<file path="src/sync_serial_pkg.sv">
// Constants, types and helpers shared by the synchronous serial channel files
package sync_serial_pkg;

    // ------------------------------------------------------------
    // Register map
    // ------------------------------------------------------------
    localparam logic [15:0] ADDR_SERIAL_CONTROL = 16'hFFA0;
    localparam logic [15:0] ADDR_SERIAL_CONTROL_STATUS = 16'hFFA1;
    localparam logic [15:0] ADDR_SHIFT_DATA_UPPER = 16'hFFA2;
    localparam logic [15:0] ADDR_SHIFT_DATA_LOWER = 16'hFFA3;
    localparam logic [15:0] ADDR_IRQ_STATUS = 16'hFFA4;
    localparam logic [15:0] ADDR_IRQ_MASK = 16'hFFA5;

    // ------------------------------------------------------------
    // Reset values and field positions
    // ------------------------------------------------------------
    localparam logic [7:0] SERIAL_CONTROL_RESET = 8'h00;
    localparam logic [7:0] SERIAL_CONTROL_STATUS_RESET = 8'h80;
    localparam int MODE_MSB = 7;
    localparam int MODE_LSB = 6;
    localparam int CLOCK_SOURCE_BIT = 3;
    localparam int DIVIDER_MSB = 2;
    localparam int SOL_BIT = 6;
    localparam int OVERRUN_BIT = 5;
    localparam int STATUS_SPARE_BIT = 1;
    localparam int START_BIT = 0;
    localparam int IRQ_DONE_BIT = 0;
    localparam int IRQ_OVERRUN_BIT = 1;
    localparam int IRQ_WIDTH = 2;

    // ------------------------------------------------------------
    // Counts
    // ------------------------------------------------------------
    localparam int PRESCALER_WIDTH = 10;
    localparam logic [4:0] LAST_BIT_8 = 5'h07;
    localparam logic [4:0] LAST_BIT_16 = 5'h0F;

    // Operating modes
    typedef enum logic [1:0] {
        MODE_XFER8 = 2'h0,
        MODE_XFER16 = 2'h1,
        MODE_CONT_CLOCK = 2'h2,
        MODE_RESERVED = 2'h3
    } mode_t;

    // Counter bit whose toggling gives the selected division ratio
    function automatic logic [3:0] divider_tap(input logic [2:0] sel);
        case (sel)
            3'h0: divider_tap = 4'h9;
            3'h1: divider_tap = 4'h7;
            3'h2: divider_tap = 4'h5;
            3'h3: divider_tap = 4'h4;
            3'h4: divider_tap = 4'h3;
            3'h5: divider_tap = 4'h2;
            3'h6: divider_tap = 4'h1;
            default: divider_tap = 4'h0;
        endcase
    endfunction

endpackage

</file>
<file path="src/serial_prescaler.sv">
// Free-running prescaler giving the internal serial clock and its edge pulses
`timescale 1ns/1ns
module serial_prescaler (
    input wire logic mclk,
    input wire logic rst,
    input wire logic [2:0] div_sel,
    output logic level,
    output logic fall,
    output logic rise
);
    typedef struct packed {
        logic [sync_serial_pkg::PRESCALER_WIDTH-1:0] cnt;
        logic level;
        logic fall;
        logic rise;
        logic [2:0] stable_cnt;
        logic [2:0] sel_prev;
    } presc_t;

    presc_t q;
    presc_t n;

    // ------------------------------------------------------------
    // Divider
    // ------------------------------------------------------------
    // Changing the ratio mid-stream may shorten one phase; no glitch guard
    always_comb begin
        n = q;
        n.cnt = q.cnt + 10'h001;
        n.level = n.cnt[sync_serial_pkg::divider_tap(div_sel)];
        n.fall = q.level & ~n.level;
        n.rise = ~q.level & n.level;
        n.sel_prev = div_sel;
        if (div_sel != q.sel_prev) begin
            n.stable_cnt = 3'h0;
        end else if (q.stable_cnt != 3'h7) begin
            n.stable_cnt = q.stable_cnt + 3'h1;
        end
    end

    always_ff @(posedge mclk) begin
        if (rst) begin
            q <= '0;
        end else begin
            q <= n;
        end
    end

    assign level = q.level;
    assign fall = q.fall;
    assign rise = q.rise;
endmodule

</file>
<file path="src/sync_serial_channel_control.sv">
// Synchronous serial channel: registers, shift engine, clock pin and interrupt
//
// Summary of operation
// - Mode field 00 gives 8-bit transfer, 01 16-bit, 10 continuous clock, 11 reserved; resets 00.
// - Clock source bit 0 uses the prescaler and drives the clock pin out; this is the reset state.
// - Clock source bit 1 takes the shift clock from the clock pin as an input.
// - The divider field selects system clock over 1024, 256, 64, 32, 16, 8, 4 or 2.
// - Any write to the control register during a transfer aborts it.
// - Reset clears the control register to zero.
// - Control bits 5 and 4 are plain read/write storage with no effect.
// - Each completed transfer raises an interrupt request.
// - Continuous clock mode with clock source bit 0 drives the selected prescaler clock onto the clock pin nonstop.
// - Data go LSB first, output changes on falling clock edges, input sampled on rising ones.
// - Writing 1 to the start flag in mode 00 or 01 begins a transfer; it reads 1 until completion.
// - External clock: a pulse after completion sets overrun; read 1 then write 0 clears it.
//
// The implementer's own choice: the strobed register port.
`timescale 1ns/1ns
module sync_serial_channel_control (
    input wire logic mclk,
    input wire logic rst,
    input wire logic [15:0] addr,
    input wire logic [7:0] wdata,
    input wire logic wr,
    input wire logic rd,
    output logic [7:0] rdata,
    output logic irq,
    input wire logic serial_clock_pin_in,
    output logic serial_clock_pin_out,
    output logic serial_clock_pin_oe,
    input wire logic serial_data_in_pin,
    output logic serial_data_out_pin
);
    localparam int IRQ_W = sync_serial_pkg::IRQ_WIDTH;

    typedef enum logic [1:0] {
        PH_IDLE,
        PH_WAIT,
        PH_SHIFT
    } phase_t;

    typedef struct packed {
        phase_t phase;
        logic [7:0] ctrl;
        logic transfer_start_flag;
        logic overrun_flag;
        logic overrun_flag_armed;
        logic spare;
        logic [15:0] data;
        logic [4:0] cnt;
        logic done_seen;
        logic sdo;
        logic sclk_out;
        logic sclk_oe;
        logic sclk_s1;
        logic sclk_s2;
        logic sclk_prev;
        logic sdi_s1;
        logic sdi_s2;
        logic [7:0] rdata;
        logic [IRQ_W-1:0] irq_stat;
        logic [IRQ_W-1:0] irq_mask;
        logic irq;
    } state_t;

    // Clock pin stages start at the idle level so no false edge follows reset
    localparam state_t RESET_STATE = '{
        phase: PH_IDLE,
        ctrl: sync_serial_pkg::SERIAL_CONTROL_RESET,
        sclk_out: 1'b1,
        sclk_oe: 1'b1,
        sclk_s1: 1'b1,
        sclk_s2: 1'b1,
        sclk_prev: 1'b1,
        default: '0
    };

    state_t q;
    state_t n;

    logic p_level;
    logic p_fall;
    logic p_rise;
    logic ext_clk;
    sync_serial_pkg::mode_t mode;
    logic rise;
    logic fall;
    logic [4:0] last_bit;
    logic done_ev;
    logic ovr_ev;
    logic ctrl_wr;
    logic stat_wr;

    // ------------------------------------------------------------
    // Prescaler
    // ------------------------------------------------------------
    serial_prescaler u_prescaler (
        .mclk(mclk),
        .rst(rst),
        .div_sel(q.ctrl[sync_serial_pkg::DIVIDER_MSB:0]),
        .level(p_level),
        .fall(p_fall),
        .rise(p_rise)
    );

    // Decoded controls and the shift clock edges of the active source
    always_comb begin
        ext_clk = q.ctrl[sync_serial_pkg::CLOCK_SOURCE_BIT];
        mode = sync_serial_pkg::mode_t'(
            q.ctrl[sync_serial_pkg::MODE_MSB:sync_serial_pkg::MODE_LSB]);
        rise = ext_clk ? (q.sclk_s2 & ~q.sclk_prev) : p_rise;
        fall = ext_clk ? (~q.sclk_s2 & q.sclk_prev) : p_fall;
        last_bit = (mode == sync_serial_pkg::MODE_XFER16) ? sync_serial_pkg::LAST_BIT_16 :
            sync_serial_pkg::LAST_BIT_8;
        ctrl_wr = wr && addr == sync_serial_pkg::ADDR_SERIAL_CONTROL;
        stat_wr = wr && addr == sync_serial_pkg::ADDR_SERIAL_CONTROL_STATUS;
    end

    // ------------------------------------------------------------
    // Next state
    // ------------------------------------------------------------
    always_comb begin
        n = q;
        done_ev = 1'b0;
        ovr_ev = 1'b0;

        // Pin synchronisers; only stage two feeds the edge logic
        n.sclk_s1 = serial_clock_pin_in;
        n.sclk_s2 = q.sclk_s1;
        n.sclk_prev = q.sclk_s2;
        n.sdi_s1 = serial_data_in_pin;
        n.sdi_s2 = q.sdi_s1;

        // Register reads; answer one cycle later, unmapped reads give zero
        n.rdata = 8'h00;
        if (rd) begin
            case (addr)
                sync_serial_pkg::ADDR_SERIAL_CONTROL: n.rdata = q.ctrl;
                sync_serial_pkg::ADDR_SERIAL_CONTROL_STATUS: begin
                    n.rdata = {1'b1, q.sdo, q.overrun_flag, 3'b000, q.spare, q.transfer_start_flag};
                    if (q.overrun_flag) begin
                        n.overrun_flag_armed = 1'b1;
                    end
                end
                sync_serial_pkg::ADDR_SHIFT_DATA_UPPER: n.rdata = q.data[15:8];
                sync_serial_pkg::ADDR_SHIFT_DATA_LOWER: n.rdata = q.data[7:0];
                sync_serial_pkg::ADDR_IRQ_STATUS: n.rdata = {6'h00, q.irq_stat};
                sync_serial_pkg::ADDR_IRQ_MASK: n.rdata = {6'h00, q.irq_mask};
                default: n.rdata = 8'h00;
            endcase
        end

        // Shift engine
        case (q.phase)
            PH_IDLE: begin
                // Stray pulse after completion means the partner ran ahead
                if (ext_clk && rise && q.done_seen &&
                    mode != sync_serial_pkg::MODE_CONT_CLOCK) begin
                    ovr_ev = 1'b1;
                end
            end
            PH_WAIT: begin
                if (fall) begin
                    n.sdo = q.data[0];
                    n.cnt = 5'h00;
                    n.phase = PH_SHIFT;
                end
            end
            PH_SHIFT: begin
                if (rise) begin
                    if (mode == sync_serial_pkg::MODE_XFER16) begin
                        n.data = {q.sdi_s2, q.data[15:1]};
                    end else begin
                        n.data[7:0] = {q.sdi_s2, q.data[7:1]};
                    end
                    if (q.cnt == last_bit) begin
                        n.phase = PH_IDLE;
                        n.transfer_start_flag = 1'b0;
                        n.done_seen = 1'b1;
                        done_ev = 1'b1;
                    end else begin
                        n.cnt = q.cnt + 5'h01;
                    end
                end else if (fall) begin
                    n.sdo = q.data[0];
                end
            end
            default: n.phase = PH_IDLE;
        endcase

        // Register writes take priority over the engine, except that an overrun event wins over its clear
        if (ctrl_wr) begin
            n.ctrl = wdata;
            n.phase = PH_IDLE;
            n.transfer_start_flag = 1'b0;
        end
        if (stat_wr) begin
            if (q.phase == PH_IDLE) begin
                n.sdo = wdata[sync_serial_pkg::SOL_BIT];
            end
            n.spare = wdata[sync_serial_pkg::STATUS_SPARE_BIT];
            // Reserved and continuous modes have no transfer to start
            if (wdata[sync_serial_pkg::START_BIT] && q.phase == PH_IDLE &&
                !q.ctrl[sync_serial_pkg::MODE_MSB]) begin
                n.transfer_start_flag = 1'b1;
                n.phase = PH_WAIT;
                n.done_seen = 1'b0;
            end
            if (!wdata[sync_serial_pkg::OVERRUN_BIT] && q.overrun_flag_armed) begin
                n.overrun_flag = 1'b0;
                n.overrun_flag_armed = 1'b0;
            end
        end
        if (wr && addr == sync_serial_pkg::ADDR_SHIFT_DATA_UPPER) begin
            n.data[15:8] = wdata;
        end
        if (wr && addr == sync_serial_pkg::ADDR_SHIFT_DATA_LOWER) begin
            n.data[7:0] = wdata;
        end
        if (ovr_ev) begin
            n.overrun_flag = 1'b1;
        end

        // Interrupt: read clears, a same-cycle event still sets
        if (rd && addr == sync_serial_pkg::ADDR_IRQ_STATUS) begin
            n.irq_stat = '0;
        end
        n.irq_stat[sync_serial_pkg::IRQ_DONE_BIT] = n.irq_stat[sync_serial_pkg::IRQ_DONE_BIT] |
            done_ev;
        n.irq_stat[sync_serial_pkg::IRQ_OVERRUN_BIT] =
            n.irq_stat[sync_serial_pkg::IRQ_OVERRUN_BIT] | ovr_ev;
        if (wr && addr == sync_serial_pkg::ADDR_IRQ_MASK) begin
            n.irq_mask = wdata[IRQ_W-1:0];
        end
        n.irq = |(n.irq_stat & n.irq_mask);

        // Clock pin idles high; continuous mode runs the prescaler nonstop
        n.sclk_oe = !ext_clk;
        if (mode == sync_serial_pkg::MODE_CONT_CLOCK || q.phase == PH_SHIFT ||
            (q.phase == PH_WAIT && p_fall)) begin
            n.sclk_out = p_level;
        end else begin
            n.sclk_out = 1'b1;
        end
    end

    // ------------------------------------------------------------
    // State register
    // ------------------------------------------------------------
    always_ff @(posedge mclk) begin
        if (rst) begin
            q <= RESET_STATE;
        end else begin
            q <= n;
        end
    end

    assign rdata = q.rdata;
    assign irq = q.irq;
    assign serial_clock_pin_out = q.sclk_out;
    assign serial_clock_pin_oe = q.sclk_oe;
    assign serial_data_out_pin = q.sdo;
endmodule

</file>
<file path="config.mk">
export PLATFORM = sky130hd
export DESIGN_NAME = sync_serial_channel_control
export DESIGN_NICKNAME = d
export VERILOG_FILES = /design/src/sync_serial_pkg.sv /design/src/serial_prescaler.sv /design/src/sync_serial_channel_control.sv
export SDC_FILE = /design/constraint.sdc
export NUM_CORES = 1
export LEC_CHECK = 0
export BUFFER_PORTS_ARGS = -buffer_cell sky130_fd_sc_hd__buf_4
export CORE_MARGIN = 2
export CORE_UTILIZATION = 45
export DETAILED_ROUTE_END_ITERATION = 10
export PLACE_DENSITY_LB_ADDON = 0.15
export REMOVE_ABC_BUFFERS = 1
export SLEW_MARGIN = 20
export SYNTH_ARGS = -nofsm -noshare
export SYNTH_HDL_FRONTEND = slang
export SYNTH_SLANG_ARGS = --single-unit
</file>
<file path="constraint.sdc">
create_clock -name mclk -period 4.1 [get_ports mclk]
set_input_delay 0.205 -clock mclk [delete_from_list [all_inputs] [get_ports mclk]]
set_output_delay 0.205 -clock mclk [all_outputs]
set_load 0.02 [all_outputs]
</file>
### Yosys cells after proc, flatten, opt, wreduce, memory -nomap -nowiden

Cells that the tools add are included.

* bits in registers: 70
* latch bits: 0
* RAM bits: 0
* memory bits (read-only): 0
* bits of input ports: 30
* word-level logic and storage cells: 146
* memories: 0

* add/sub/neg operators: 2
* $mul: 0
* div/mod/pow operators: 0
* magnitude comparators: 1
* equal/unequal tests: 21
* shifts and indexed selects: 0
* muxes and demuxes: 48
* bitwise logic cells: 13
* reductions and logical operators: 35

Operators by type and width (count)
* == test 16 bit (second input constant): 6
* case mux 8 bit (6 select lines): 1
* 2-to-1 mux 8 bit: 4
* case mux 4 bit (7 select lines): 1
* 2-to-1 mux 1 bit: 22
* 2-to-1 mux 22 bit: 1
* 2-to-1 mux 2 bit: 9
* 2-to-1 mux 16 bit: 1
* nonzero test 2 bit: 8
* logical AND 1 bit: 13
* 2-to-1 mux 11 bit: 1
* adder 10 x 1 -> 10 bit (second input constant): 1
* 2-to-1 mux 5 bit: 2
* case mux 5 bit (2 select lines): 1
* == test 3 bit (second input constant): 3
* 2-to-1 mux 4 bit: 2
* inequality test 2 bit (second input constant): 4
* == test 3 x 2 -> 1 bit (second input constant): 2
* NOT 1 bit: 6
* case mux 2 bit (3 select lines): 1
* OR reduction 2 bit: 3
* adder 5 x 1 -> 5 bit (second input constant): 1
* == test 5 x 4 -> 1 bit: 1
* less-than comparator 4 x 5 -> 1 bit (second input constant): 1
* other kinds (15): 25

### Depth between registers and ports, before layout

* depth after elaboration: 11
* depth in mapped cells: 8
* mapped depth without buffers: 6

### Hierarchy

Synthesis repeated with hierarchy kept, for this count alone.

* cell total of the unflattened synthesis: 390
* area, all modules: 3597.2 um^2

By module, submodules not included
* sync_serial_channel_control: instances 1, cells each 307, area each 2877.8 um^2
* serial_prescaler: instances 1, cells each 83, area each 719.4 um^2

### Worst setup path after synthesis

No wires, ideal clock.

* path type: reg-to-reg
* from: reg q[55] (netlist name)
* to: reg q[34] (netlist name)
* library setup time: 0.128 ns
* data arrival time: 1.868 ns
* required time: 3.972 ns
* path slack: 2.104 ns
* cell stages (with the launch flop): 9
* clock period less this slack: 1.996 ns
* cells stage by stage: dfxtp_1 -> inv_1 -> ha_1 -> clkbuf_1 -> a21bo_2 -> clkbuf_1 -> mux2_2 -> mux2i_1 -> nor2_1

* longest elaborated chain between the ends: 3

Ends and longest elaborated chain
* start, declared: line sync_serial_channel_control.sv:78 `state_t q;`
* start signal, assigned: line sync_serial_channel_control.sv:254 `q <= n;`
* == test 2 bit: line sync_serial_channel_control.sv:154 `case (q.phase)`
* nonzero test 2 bit (no line)
* AND reduction 2 bit (no line)

Every way passes these cells.
A chain may end at the register's enable or synchronous reset.

### Worst setup path after layout

* from: reg q[48] (netlist name)
* to: reg u_prescaler.q, in the netlist u_prescaler.rise

* longest elaborated chain between the ends: 5
* elaborated cells between the ends (all ways): 11
* those cells by class: eq/ne: 6; mux: 3; bitwise: 1; reduce/logical: 1

Ends and longest elaborated chain
* == test 3 bit (tied with other cells): line sync_serial_pkg.sv:48 `case (sel)`
* case mux 4 bit (7 select lines) *: line sync_serial_pkg.sv:48
* binary-select mux 1 bit (select 4 bit) *: line serial_prescaler.sv:30 `n.level = n.cnt[sync_serial_pkg::divider_tap(div_sel)];`
* 2-to-1 mux 1 bit (not written as such) *: line serial_prescaler.sv:30
* AND 1 bit *: line serial_prescaler.sv:32 `n.rise = ~q.level & n.level;`
* end signal, assigned: line serial_prescaler.sv:45 `q <= n;`
* end, declared: line serial_prescaler.sv:20 `presc_t q;`

Every way passes the cells marked *; elsewhere a longest branch is shown, timed or not. The select of a mux whose other input is x is not followed.

==> impl_results.md <==
* Remaining routing DRC violations at 0
* Number of nets in the layout at 441
* Worst flop-to-flop path startpoint: q[48]
* Routed length on met1 at 3638 um
* Post-synthesis instance area at 3437 sq um
* Path class of the lowest-slack min-delay path: input port to flip-flop
* Detailed-router iteration count before antenna repair at 5
* CTS root buffer: sky130_fd_sc_hd__clkbuf_8
* Routed vias at 2769
* Count of hold buffers inserted by post-cts repair at 0
* Gp weighted congestion at 0.8554
* R2r worst-path depth at 5
* Final Cycle Share at 48.68%
* Total wire length at 7627 um
* Crit-path max FO at 8
* Global router's overall resource usage at 19.47%
* Maximum vdd drop at 237.9 uV
* Delay of the slowest cell on the worst path at 390 ps
* Total power per unit cell area at 348.1 nW/um^2
* CP Cell Sequence: o21ai_0 > mux2_2 > or3_1 > a21oi_1 > a2111oi_0
* Run status: finished, final reports clean
* Post-route clock skew at 6.568 ps
* Hold Crit Start: serial_clock_pin_in
* Nature of the critical path endpoint: flip-flop
* Quantity of I/O buffers inserted on ports at 41
* Clock share of power at 45.4%
* Synthesis warning total at 0
* CTS tree: built
* Number of antenna violations at the first check in global routing at 0
* Overall power after layout at 1376 uW
* Global-route wire length before repair at 12930 um
* Via count of the first global-routing pass at 2678
* Starting utilization of the core area at 46.89%
* Floorplan row count at 31
* Min Hold Slack at 33.76 ps
* Antenna Violating Nets Remaining at 0
* Net switching share of the total power at 21.98%
* Timing startpoint of the critical path: q[48]
* Sequential fraction of the synthesis area at 40.77%
* Yosys top cell by area: sky130_fd_sc_hd__dfxtp_1
* # clock sinks at 70
* Clk_lat worst skew at 350 ps
* # IOs at 42
* Slew @ Worst Pin at 696.3 ps
* Die H at 91.40 um
* Share of flip-flops with an asynchronous set or reset after synthesis at 0%
* Antenna diode instance count at 0
* Setup crit end: u_prescaler.rise
* Share of cells above drive strength 1 at 19.51%
* Leak at 0.001596 uW
* Area taken by flip-flops and latches at 1401 sq um
* Area added between synthesis and finish at 15.00%
* Combined buffer and inverter count along the critical path at 0
* Grt ovf at 0
* Most common cell in the netlist: sky130_fd_sc_hd__dfxtp_1
* Seq cells post-synth at 70
* Setup_tns at 0 ps
* Worst-case headroom to the max-slew limit at 53.23%
* Area of the multi-input gates at 1862 sq um
* Commonest register cell after synthesis: sky130_fd_sc_hd__dfxtp_1
* Die boundary width at 91.40 um
* Clock Pin Slew Worst Setup and Hold Paths at 70 ps
* Maximum number of pins on one net before global-route repair at 59
* CTS buffer count at 9
* Sequential power share at 50.0%
* Achievable frequency at 501.0 MHz
* Top cell type's share of synthesized area at 40.77%
* Fraction of power consumed by combinational cells at 4.6%
* Worst R2R Setup Slack at 2100 ps
* Wire length on met2 at 3535 um
* Detailed Route Iter0 Violations at 146
* Number of enable flip-flop cells after synthesis at 0
* Instance area after placement at 3729 sq um
* Number of hold-slack violations in the final timing report at 0
* Via/cell ratio at 5.440
* HPWL after DPL at 5441 um
* Highest metal layer used by the detailed router: met4
* Psw at 302.4 uW
* CP startpoint kind: flip-flop
* Cell count after synthesis at 376
* Pint at 1074 uW
* Maximum level of the CTS H-tree at 3
* Buffer levels on the longest clock path at 2
* Core Footprint at 7331 sq um
* Met3 wirelength from detailed routing at 352 um
* Count of cell instances traversed by the critical path at 5
* Worst r2r dst: u_prescaler.rise
* Cell area after layout at 3953 sq um
* Signal arrival time at the worst endpoint at 2200 ps
* Cell at the slowest stage of the critical path: sky130_fd_sc_hd__dfxtp_1
* Fillcell total at 679
* Crit-path leading delay family: compound AO/OA/AOI/OAI gates
* Most numerous cell types in the synthesized netlist: 70 x sky130_fd_sc_hd__dfxtp_1, 41 x sky130_fd_sc_hd__nor2_1, 33 x sky130_fd_sc_hd__nand2_1
* Routed wire per std cell at 14.98 um
* Total count of max-transition violations in the final report at 0
* Distinct cells, synth at 59
* Max-cap violation count at 0
* Kind of critical path: flip-flop to flip-flop
* Post-CTS setup buffer count at 0
* Unrepaired setup endpoints after global routing: no
* Min Clock Period, post-route at 1996 ps
* Worst EP required at 4310 ps
* Post-CTS resize count at 0
* Endpoints failing setup at 0
* Floorplan die area at 8353 sq um
* Avg Synthesized Cell Area at 9.141 sq um
* Area contributors post-synth: sky130_fd_sc_hd__dfxtp_1 41%, sky130_fd_sc_hd__mux2i_1 6.1%, sky130_fd_sc_hd__nor2_1 4.5%
-- state kept, by name, summed over array words and instances (netlist names) --
signal / cells
n: 3
u_prescaler.level: 1
u_prescaler.fall: 1
serial_data_out_pin: 1
serial_clock_pin_out: 1
serial_clock_pin_oe: 1
ext_clk: 1
irq: 1
mode: 2
q: 39
u_prescaler.q: 10
rdata: 8
u_prescaler.rise: 1
-- worst min-delay path by stage --
stage | to | slack (ps) | cells after the start
after floorplan | q[41] | 270 | 1
final | n[16] | 30 | 2
after global routing | n[16] | 30 | 2
after detailed placement | n[16] | 390 | 2
after global placement | n[16] | 390 | 2
after CTS | n[16] | 20 | 2
-- through the flow --
stage | util [%] | worst slack, ps | cells
after floorplan | - | 2204 | 353
after global placement | 50.86 | 1849 | 493
after detailed placement | 50.86 | 1756 | 493
after CTS | 53.92 | 2110 | 509
after global routing | 53.92 | 1889 | 509
final | 53.92 | 2104 | 509
-- power by group through the flow --
stage	Sequential [uW]	Clock (uW)	Combinational, uW
2_1_floorplan	703	0	18.7
4_1_cts	688	640	63.6
3_3_place_gp	704	0	63.0
3_5_place_dp	704	0	63.3
5_1_grt	689	669	68.0
6_report	688	625	63.0
-- layout by cell type, fill, tap and decap left out, types with 4 or more instances in the layout --
cell type	synthesis	routed
sky130_fd_sc_hd__o21ai_0	6	6
sky130_fd_sc_hd__nand3_1	19	19
sky130_fd_sc_hd__nor3_1	5	5
sky130_fd_sc_hd__ha_1	6	6
sky130_fd_sc_hd__a21oi_1	24	24
sky130_fd_sc_hd__and3_1	5	5
sky130_fd_sc_hd__o31ai_1	4	4
sky130_fd_sc_hd__mux4_2	4	4
sky130_fd_sc_hd__inv_1	9	9
sky130_fd_sc_hd__mux2_2	6	6
sky130_fd_sc_hd__or2_2	4	4
sky130_fd_sc_hd__a211oi_1	15	15
sky130_fd_sc_hd__or3_1	4	4
sky130_fd_sc_hd__buf_4	9	41
sky130_fd_sc_hd__xnor2_1	5	5
sky130_fd_sc_hd__nor2b_1	8	8
sky130_fd_sc_hd__nand2_1	33	33
sky130_fd_sc_hd__nand2b_1	6	6
sky130_fd_sc_hd__mux2i_1	21	21
sky130_fd_sc_hd__clkbuf_8	1	10
sky130_fd_sc_hd__and2_1	5	5
sky130_fd_sc_hd__nor2_1	41	41
sky130_fd_sc_hd__dfxtp_1	70	70
sky130_fd_sc_hd__or4_1	4	4
-- layout make-up --
cell class	count	share of cell area [%]
inverter	9	0.8547
clock buffer	11	3.577
sequential	70	35.45
clock inverter	5	2.089
multi-input combinational	274	47.10
tap	99	3.134
timing repair buffer	41	7.787
-- per-layer routing --
layer  up-vias  global-route usage, %
li1       1402                      -
met1      1295                  25.06
met2        63                  30.88
met3         9                  5.892
met4         0                  6.818
met5         -                      0
-- cells by family (layout without fill, tap and decap cells) --
family | Yosys count | after routing | synth area share, %
adder cells (fa/ha/maj) | 6 | 6 | 2.184
buffers and inverters | 32 | 66 | 5.059
XOR/XNOR | 8 | 8 | 2.039
multiplexers | 31 | 31 | 10.70
AND/OR/NAND/NOR | 154 | 154 | 24.35
AO/OA/AOI/OAI | 75 | 75 | 14.89
flip-flops | 70 | 70 | 40.77
Power figures use the tool's default switching activity.
